==> src/pkg/asd_map.svh <==
// constants of the add/subtract datapath: field positions and codes
// assumes the includer uses these only as sized constants
`ifndef ASD_MAP_SVH
`define ASD_MAP_SVH
`define ASD_DATA_W      32
`define ASD_IMM_W       12
`define ASD_REG_W       4
`define ASD_REG_STACK   4'hD
`define ASD_REG_PC      4'hF
`define ASD_FLAG_N      3
`define ASD_FLAG_Z      2
`define ASD_FLAG_C      1
`define ASD_FLAG_V      0
`define ASD_FLAGS_RST   4'h0
`endif

==> src/pkg/asd_pkg.sv <==
// types of the add/subtract datapath
// assumes asd_map.svh holds the numeric constants
package asd_pkg;
  typedef enum logic [2:0] {
    ASD_OP_ADD,
    ASD_OP_ADC,
    ASD_OP_SUB,
    ASD_OP_SUBTRACT_WITH_CARRY,
    ASD_OP_REVERSE_SUBTRACT
  } asd_op_t;
endpackage

==> src/pkg/asd_add_if.sv <==
// adder operands and result travelling between the top and its adder
// assumes one clock domain; purely combinational carrier
`timescale 1ns/100ps
interface asd_add_if #(parameter int W = 32);
  logic [W-1:0] a;
  logic [W-1:0] b;
  logic         cin;
  logic [W-1:0] sum;
  logic         cout;
  logic         ovf;
  modport user  (output a, output b, output cin,
                 input sum, input cout, input ovf);
  modport adder (input a, input b, input cin,
                 output sum, output cout, output ovf);
endinterface // asd_add_if

==> src/hw/asd_adder.sv <==
// full adder of W bits with carry out and signed overflow
// assumes operands already inverted by the caller for subtraction
`timescale 1ns/100ps
module asd_adder #(
  parameter int W = 32
) (
  asd_add_if.adder bus
);
  logic [W:0] wide;

  // one adder serves every operation, subtraction by inverted operand
  assign wide     = {1'b0, bus.a} + {1'b0, bus.b} + {{W{1'b0}}, bus.cin};
  assign bus.sum  = wide[W-1:0];
  assign bus.cout = wide[W];
  // signed overflow: like-signed inputs give a result of the other sign
  assign bus.ovf  = (bus.a[W-1] == bus.b[W-1]) &&
                    (bus.sum[W-1] != bus.a[W-1]);
endmodule // asd_adder

==> src/hw/asd_datapath.sv <==
// add/subtract datapath: add, add with carry, subtract, subtract with
// carry, reverse subtract, with flag update and program counter branch
// assumes the decoder supplies operand values already read from the
// register file and keeps the operand legality limits listed below;
// results come out registered at the taking edge, with no forwarding
// of a result into the operands of the very next instruction
`timescale 1ns/100ps
`include "asd_map.svh"
module asd_datapath
  import asd_pkg::*;
#(
  parameter int W = `ASD_DATA_W
) (
  input  wire logic                  i_core_clk,
  input  wire logic                  i_rst,
  input  wire logic                  i_valid,
  input  wire asd_op_t               i_op,
  input  wire logic                  i_set_flags,
  input  wire logic                  i_use_imm,
  input  wire logic                  i_wide_imm,
  input  wire logic                  i_cond_pass,
  input  wire logic [`ASD_REG_W-1:0] i_first_operand_register,
  input  wire logic [W-1:0]          i_first_operand_value,
  input  wire logic [W-1:0]          i_flexible_second_operand,
  input  wire logic                  i_flexible_carry,
  input  wire logic [`ASD_IMM_W-1:0] i_twelve_bit_immediate,
  input  wire logic                  i_dest_present,
  input  wire logic [`ASD_REG_W-1:0] i_dest_register,
  output logic                       o_wr_en,
  output logic [`ASD_REG_W-1:0]      o_wr_register,
  output logic [W-1:0]               o_wr_data,
  output logic                       o_branch,
  output logic [W-1:0]               o_branch_target,
  output logic [3:0]                 o_flags
);
  // far-side duties, not checked here: the decoder never offers the
  // stack or program counter as the second operand, names the stack as
  // a destination only for add or subtract from the stack with a left
  // shift of at most three, offers the stack as first operand only in
  // plain add and subtract, and offers the program counter as first
  // operand only unflagged with an immediate; a conditional pc-plus-
  // register add comes last in its conditional block and sets no flags.
  // checking these here would cost a copy of the decoder for no gain,
  // since an illegal mix still yields a defined, if useless, result

  // the shared adder sits behind an interface so that operand steering
  // and the arithmetic itself stay separate concerns
  asd_add_if #(.W(W)) add_bus ();

  // flag state, operand steering and write-back decisions
  logic [3:0]          flags_q;
  logic [3:0]          flags_d;
  logic [W-1:0]        base;
  logic [W-1:0]        second;
  logic                is_sub;
  logic [`ASD_REG_W-1:0] dest;
  logic                do_op;
  logic                res_neg;
  logic                res_zero;
  logic                res_carry;
  logic                res_ovf;
  logic                to_pc;
  logic [W-1:0]        branch_addr;

  // the core drives the flags from this register only
  assign o_flags = flags_q;
  assign do_op   = i_valid && i_cond_pass;

  // pc reads word aligned as a base value; the raw low bits still
  // arrive from the register file and are simply not used here
  always_comb begin
    base = i_first_operand_value;
    if (i_first_operand_register == `ASD_REG_PC) begin
      base = {i_first_operand_value[W-1:2], 2'b00};
    end
  end

  // the immediate path covers the wide forms too, so the decoder
  // need not tell them apart beyond the flag it already raises
  always_comb begin
    second = i_flexible_second_operand;
    if (i_use_imm || i_wide_imm) begin
      second = {{(W-`ASD_IMM_W){1'b0}}, i_twelve_bit_immediate};
    end
  end

  // operand steering into the shared adder
  always_comb begin
    add_bus.a   = base;
    add_bus.b   = second;
    add_bus.cin = 1'b0;
    is_sub      = 1'b0;
    unique case (i_op)
      // plain sum, no carry in
      ASD_OP_ADD: begin
        add_bus.cin = 1'b0;
      end
      // carry flag of the previous flagged op chains multiword sums
      ASD_OP_ADC: begin
        add_bus.cin = flags_q[`ASD_FLAG_C];
      end
      // a + ~b + 1 is a - b in two's complement
      ASD_OP_SUB: begin
        add_bus.b   = ~second;
        add_bus.cin = 1'b1;
        is_sub      = 1'b1;
      end
      // a clear carry means a borrow is owed, so one less is added
      ASD_OP_SUBTRACT_WITH_CARRY: begin
        add_bus.b   = ~second;
        add_bus.cin = flags_q[`ASD_FLAG_C];
        is_sub      = 1'b1;
      end
      // operands swap, the inverted one is now the base
      ASD_OP_REVERSE_SUBTRACT: begin
        add_bus.a   = second;
        add_bus.b   = ~base;
        add_bus.cin = 1'b1;
        is_sub      = 1'b1;
      end
      default: begin
        add_bus.cin = 1'b0;
      end
    endcase
  end

  asd_adder #(.W(W)) u_adder (
    .bus (add_bus)
  );

  // absent destination writes back the first operand register
  assign dest = i_dest_present ? i_dest_register
                               : i_first_operand_register;

  // any program counter destination turns into a branch; legality of
  // that form is the decoder's business
  assign to_pc = (dest == `ASD_REG_PC);

  // result flags of the adder, named so the update below reads plainly;
  // carry out of the inverted-operand add is the no-borrow flag
  assign res_neg   = add_bus.sum[W-1];
  assign res_zero  = (add_bus.sum == '0);
  assign res_carry = add_bus.cout;
  assign res_ovf   = add_bus.ovf;

  // bit zero of the written value is ignored, never trapped on
  assign branch_addr = {add_bus.sum[W-1:1], 1'b0};

  // flags move only on a taken op that asks for it
  always_comb begin
    flags_d = flags_q;
    if (do_op && i_set_flags) begin
      flags_d[`ASD_FLAG_N] = res_neg;
      flags_d[`ASD_FLAG_Z] = res_zero;
      flags_d[`ASD_FLAG_C] = res_carry;
      flags_d[`ASD_FLAG_V] = res_ovf;
    end
  end

  // multiword arithmetic chains through this carry, so a failed
  // condition or an unflagged op must leave every flag exactly as it was;
  // reset clears all four flags
  always_ff @(posedge i_core_clk or posedge i_rst) begin
    if (i_rst) begin
      flags_q <= `ASD_FLAGS_RST;
    end else begin
      flags_q <= flags_d;
    end
  end

  // register write back; pc destination becomes a branch instead.
  // index and data follow every cycle, only the strobe qualifies them
  always_ff @(posedge i_core_clk or posedge i_rst) begin
    if (i_rst) begin
      o_wr_en       <= 1'b0;
      o_wr_register <= '0;
      o_wr_data     <= '0;
    end else begin
      o_wr_en       <= do_op && !to_pc;
      o_wr_register <= dest;
      o_wr_data     <= add_bus.sum;
    end
  end

  // the written bit zero is dropped, so the branch is halfword aligned;
  // the decoder keeps S off and the block-final ordering for this form
  always_ff @(posedge i_core_clk or posedge i_rst) begin
    if (i_rst) begin
      o_branch        <= 1'b0;
      o_branch_target <= '0;
    end else begin
      o_branch        <= do_op && to_pc;
      o_branch_target <= branch_addr;
    end
  end

  // unused flexible carry: shifter carry only matters to logical ops;
  // it stays on the port so the decoder wiring matches the logical unit,
  // and the subtract marker is kept for a later carry-select adder
  logic unused_ok;
  assign unused_ok = i_flexible_carry ^ is_sub;
endmodule // asd_datapath

==> config.mk <==
export PLATFORM = sky130hd
export DESIGN_NAME = asd_datapath
export DESIGN_NICKNAME = d
export VERILOG_FILES = /design/src/pkg/asd_pkg.sv /design/src/pkg/asd_add_if.sv /design/src/hw/asd_adder.sv /design/src/hw/asd_datapath.sv
export VERILOG_INCLUDE_DIRS = /design/src /design/src/pkg
export SDC_FILE = /design/constraint.sdc
export NUM_CORES = 1
export LEC_CHECK = 0
export BUFFER_PORTS_ARGS = -buffer_cell sky130_fd_sc_hd__buf_2
export CORE_UTILIZATION = 39
export CTS_BUF_LIST = sky130_fd_sc_hd__clkbuf_4
export DETAILED_ROUTE_END_ITERATION = 16
export PLACE_DENSITY = 0.66
export SYNTH_ARGS = -nofsm -noshare
export SYNTH_HDL_FRONTEND = slang
export SYNTH_HIERARCHICAL = 1
export SYNTH_SLANG_ARGS = --single-unit
==> constraint.sdc <==
create_clock -name i_core_clk -period 4 [get_ports i_core_clk]
set_clock_uncertainty 0.1 [all_clocks]
set_input_delay 0 -clock i_core_clk [delete_from_list [all_inputs] [get_ports i_core_clk]]
set_output_delay 0 -clock i_core_clk [all_outputs]
set_load 0.01 [all_outputs]
==> results.yml, run 1 <==
clock_network:
  cts_tree: "built"
  clk_path_buf_depth: 2
  clock-sinks: 42
  clk_latency_ns: 0.38
  cts_buffers: 5
  htree_num_levels: 2
  path_clk_slew_ns: 0.15
  cts-root-buf: "clkbuf_4"
synth:
  syn-num-nets: 681
  syn_area_sq_um: 4540
  ys_warn_count: 6
  synthDistinctLibCells: 58
  synth-seq-area-share: 0.232
  synthArstFlopShare: 1.00
  yosys-top-cells-area: "dfrtp_1, ha_1, nand2_1, a21o_1, buf_4"
  yosysTopAreaCell: "dfrtp_1"
  synth_edf_count: 0
  syn_area_per_cell_sq_um: 8.22
  synthFlopType: "dfrtp_1"
  synthCells: 552
  ys_ff_latch: 42
  synth_top_area_frac: 0.232
drt:
  vias_per_cell: 5.49
  drt-pass1-iter-count: 5
  drtAntennaViolNets: 0
  initialDrtViolationCount: 222
  drc: 0
  num_vias: 4758
  wl_mm: 13.5
  wire_per_inst_um: 15.5
layout:
  layout-drive-gt1-share: 0.363
  multi_input_area_sq_um: 3100
  regArea_sq_um: 1050
  insertedDiodeCount: 0
  syn_to_final_growth_pct: 28.6
  nFillCells: 1123
  finish.utilization: 0.513
  fin_nets: 852
  final_common_cell: "buf_2"
  layout_common_cells: "buf_2, nand2_1, buf_4, o21ai_0, dfrtp_1"
floorplanning:
  die_h_um: 110
  pin_count: 170
  dieArea_sq_um: 12100
  rows: 39
  die_x_um: 110
  start_util: 0.399
  core_area_sq_um: 11400
min_path:
  hold_end: "o_wr_en"
  min_path_cells: 4
  hold_start: "i_first_operand_register[0]"
  holdCritPathClass: "input port to register"
placed_design:
  gp_congestion: 0.862
  hpwl_mm: 10.6
  numPortBuffers: 167
  post-place-ws_ns: -0.0985
global_route:
  grt_max_degree: 61
  grt_overflow_total: 0
  grt_pass1_vias: 4396
  antenna_found_initial: 0
  grtUsageTotal: 0.223
  grt_pass1_wl_mm: 21.1
critical_path:
  crit_path_max_fanout: 2
  cp_cell_sequence: "mux2_4 > o21a_1 > fa_2 > fa_2 > a21o_1 > a221oi_2 > buf_4 > o21bai_1 > a21oi_2 > o21ai_0 > a21oi_1 > xnor2_1 > nor4_1 > nand4_1 > o31ai_2"
  crit_start: "o_flags[1]"
  crit_path_start_kind: "register"
  r2r-end: "o_flags[2]"
  cp_top_family: "compound AO/OA/AOI/OAI gates"
  cpMostUsedCell: "fa_2"
  slowest_delay_ns: 0.42
  crit_type: "register to register"
  cp.required_ns: 4.18
  reg2reg_from: "o_flags[1]"
  path_buf_inv: 1
  r2r_slack_ns: 0.12
  critPathSlowestCell: "dfrtp_1"
  arrival_ns: 4.06
  cp-end-kind: "register"
  ff2ff_path_depth: 15
timing:
  finalMaxSlewViolations: 0
  whs_ns: 0.0165
  min_period_ns: 3.88
  slew_headroom: 0.393
  finalWorstSetupSlack_ns: 0.121
  fin_setup_tns_ns: 0
  hold_violations: 0
  fmax_mhz: 258
  worstMarginPinSlew_ns: 0.910
  post-route-period-util: 0.970
  finalSetupViolations: 0
  rsz0062_at_grt: "yes"
run_status:
  status: "complete, no violations"
power:
  leakage_nw: 2.88
  vdd_ir_drop_max_uv: 210
  power-per-cell-area_nw_per_um2: 374
run:
  drv_cap: 0
[synth_stat cells, types with 4 or more instances]
| cell | number |
|---|---|
| a211o_1 | 12 |
| a21o_1 | 37 |
| a21oi_1 | 38 |
| and3_1 | 5 |
| buf_4 | 35 |
| buf_6 | 5 |
| clkbuf_1 | 22 |
| dfrtp_1 | 42 |
| ha_1 | 31 |
| inv_1 | 12 |
| mux2_2 | 4 |
| mux2i_1 | 5 |
| nand2_1 | 76 |
| nand3_1 | 10 |
| nand4_1 | 9 |
| nor2_1 | 16 |
| nor3_1 | 4 |
| nor4_1 | 9 |
| o21a_1 | 19 |
| o21ai_0 | 43 |
| o21bai_1 | 5 |
| o221ai_1 | 22 |
| o221ai_2 | 8 |
| xnor2_1 | 17 |
| xor2_1 | 9 |
[final cells by class]
class | instances | area share
multi-input cells | 431 | 0.531
clock buffers | 5 | 0.00643
well taps | 143 | 0.0307
repair buffers | 231 | 0.233
inverters | 12 | 0.00772
flip-flops and latches | 42 | 0.180
clock inverters | 3 | 0.0109
[flip-flops by register name, summed over array words and instances (netlist names)]
name and cells:
o_flags 4, o_branch 1, o_branch_target 1, o_wr_data 31, o_wr_register 4, o_wr_en 1
[what timing repair did]
item | CTS | global route
hold buffers | 13 | 0
setup endpoints to repair | 1 | 1
endpoints found under the hold margin | 48 | 0
gates resized for setup | 3 | 13
buffers inserted | 0 | 5
pin swaps | 0 | 17
cloned | 0 | 0
[kinds of logic (layout without fill, tap and decap cells)]
group,Yosys count,after routing,share of synthesized area
and+or+nand+nor,145,145,0.150
DFF,42,42,0.232
xor gates and xnor gates,26,26,0.0502
adders and majority gates,33,33,0.0943
buffers and inverters,79,251,0.104
other,1,1,0.000827
muxes,10,10,0.0243
AOI/OAI and AO/OA,216,216,0.345
[per-layer routing]
| metal | track usage | wire length, um |
|---|---|---|
| met4 | 0.0638 | 233 |
| met2 | 0.368 | 6230 |
| met3 | 0.0202 | 702 |
| met5 | 0 | 0 |
| met1 | 0.308 | 6290 |
[worst min-delay path: stages]
cell     delay (ns)
buf_2          0.11
mux2i_1        0.16
nor4_1         0.09
nor2_1         0.10
[metrics by stage]
step	total power, mW	instance area (sq um)	std cells
final	2.18	5830	867
after global routing	2.36	5830	867
after CTS	2.16	5730	862
after detailed placement	1.79	5490	841
after global placement	1.78	5490	841
after floorplan	1.43	4540	552
[worst max path at each step]
stage                       endpoint  slack [ns]  depth (start not counted)
after CTS                 o_flags[2]        0.01                         14
after detailed placement  o_flags[2]        -0.1                         16
after global routing      o_flags[2]       -0.07                         16
after floorplan           o_flags[2]        0.12                         17
after global placement    o_flags[2]       -0.03                         16
final                     o_flags[2]        0.12                         15
[report_power, final]
group          total, mW  switching (mW)  internal [mW]
registers          0.597          0.0523          0.545
clock network      0.345           0.153          0.193
logic               1.24           0.684          0.555
total               2.18           0.890           1.29
No activity file was read; power rests on OpenSTA's default activity.
==> inputs of run 2 (changes only) <==
SETUP_SLACK_MARGIN = 0.3   (was default)
==> results.yml, run 2 (synthesized netlist as in run 1, its figures left out) <==
clock_network:
  cts-root-buf: "clkbuf_4"
  clock-sinks: 42
  htree_num_levels: 2
  cts_tree: "built"
  clk_path_buf_depth: 2
  path_clk_slew_ns: 0.15
  cts_buffers: 5
  clk_latency_ns: 0.38
drt:
  drtAntennaViolNets: 0
  wl_mm: 13.1
  dr_wl_met2_mm: 6.04
  num_vias: 4686
  initialDrtViolationCount: 183
  drt-met1-wl_mm: 6.31
  topRoutingLayerUsed: "met4"
  wl_met3_um: 593
  vias_per_cell: 5.49
  drc: 0
  wire_per_inst_um: 15.4
  drt-pass1-iter-count: 5
layout:
  top_register: "o_wr_data"
  stdcell_count: 854
  stdcell_area_sq_um: 5710
  finish.utilization: 0.502
  fin_nets: 839
  syn_to_final_growth_pct: 25.8
  largest_register_ffs: 31
  layout_common_cells: "buf_2, nand2_1, o21ai_0, dfrtp_1"
  insertedDiodeCount: 0
  layout-drive-gt1-share: 0.353
  final_common_cell: "buf_2"
power:
  vdd_ir_drop_max_uv: 208
  totalPowerFinal_mw: 2.10
  leakage_nw: 2.81
  power-per-cell-area_nw_per_um2: 368
timing:
  rsz0062_at_grt: "yes"
  post-route-period-util: 0.956
  min_period_ns: 3.82
  finalMaxSlewViolations: 0
  hold_violations: 0
  whs_ns: 0.0252
  finalWorstSetupSlack_ns: 0.177
  fin_setup_tns_ns: 0
  worstMarginPinSlew_ns: 0.905
  slew_headroom: 0.396
  finalSetupViolations: 0
  fmax_mhz: 262
floorplanning:
  start_util: 0.399
  die_x_um: 110
  dieArea_sq_um: 12100
  core_area_sq_um: 11400
  die_h_um: 110
  pin_count: 170
  rows: 39
placed_design:
  gp_congestion: 0.889
  hpwl_mm: 10.6
  post-place-ws_ns: 0.126
  numPortBuffers: 167
  placed_area_sq_um: 5440
  place_inst: 831
min_path:
  holdCritPathClass: "input port to register"
global_route:
  grt_overflow_total: 0
  grtUsageTotal: 0.221
  grt_max_degree: 58
  grt_pass1_vias: 4402
  grt_pass1_wl_mm: 20.9
  antenna_found_initial: 0
critical_path:
  cp-end-kind: "register"
  crit_path_max_fanout: 3
  crit_type: "register to register"
  arrival_ns: 4.02
  cp.required_ns: 4.20
  crit_path_start_kind: "register"
run:
  drv_cap: 0
run_status:
  status: "complete, no violations"
==> run 2: cell type report <==
| cell class | count | area [sq um] |
|---|---|---|
| Clock buffer | 6 | 45.0 |
| Timing Repair Buffer | 218 | 1270 |
| Tap cell | 143 | 179 |
| Fill cell | 1103 | 5660 |
| Multi-Input combinational cell | 431 | 3070 |
| Inverter | 12 | 45.0 |
| Sequential cell | 42 | 1050 |
| Clock inverter | 2 | 37.5 |
==> run 2: worst paths after layout <==
path                            startpoint            end  slack, ns  cells after the start
worst max-delay path            o_flags[1]     o_flags[2]       0.18                     15
worst min-delay path               i_op[2]   o_wr_data[0]       0.03                      3
worst max register to register  o_flags[1]     o_flags[2]       0.18                     15
worst min register to register  o_flags[2]     o_flags[2]       0.42                      2
max in group asynchronous            i_rst  o_wr_data[20]       2.97                      3
min in group asynchronous            i_rst  o_wr_data[12]       0.25                      3
==> run 2: critical path: stages, from the launching register on <==
cell and delay (ns):
dfrtp_1 0.44, mux2_2 0.27, o21a_1 0.19, fa_2 0.37, fa_2 0.36, a21o_1 0.22
a221oi_2 0.30, buf_4 0.16, or3_4 0.11, a21boi_1 0.09, o21a_1 0.24, nor2_1 0.13
xnor2_1 0.13, nor4_1 0.18, nand4_1 0.20, o31ai_1 0.24
==> run 2: repair_timing <==
item | in CTS | in global routing
pin swaps | 9 | 6
hold buffers | 12 | 0
endpoints found under the hold margin | 48 | 0
setup buffers | 3 | 0
endpoints found under the setup margin | 1 | 2
gates resized for setup | 3 | 6
==> run 2: where the power goes <==
| group | switching [mW] | internal, mW | total, mW |
|---|---|---|---|
| clock | 0.154 | 0.139 | 0.293 |
| combinational | 0.674 | 0.531 | 1.20 |
| sequential | 0.0561 | 0.545 | 0.601 |
==> run 2: metal layers <==
| metal | GRT usage | vias up |
|---|---|---|
| met2 | 0.367 | 136 |
| met5 | 0 | - |
| li1 | - | 2339 |
| met1 | 0.308 | 2198 |
| met4 | 0.0524 | 0 |
| met3 | 0.0207 | 13 |
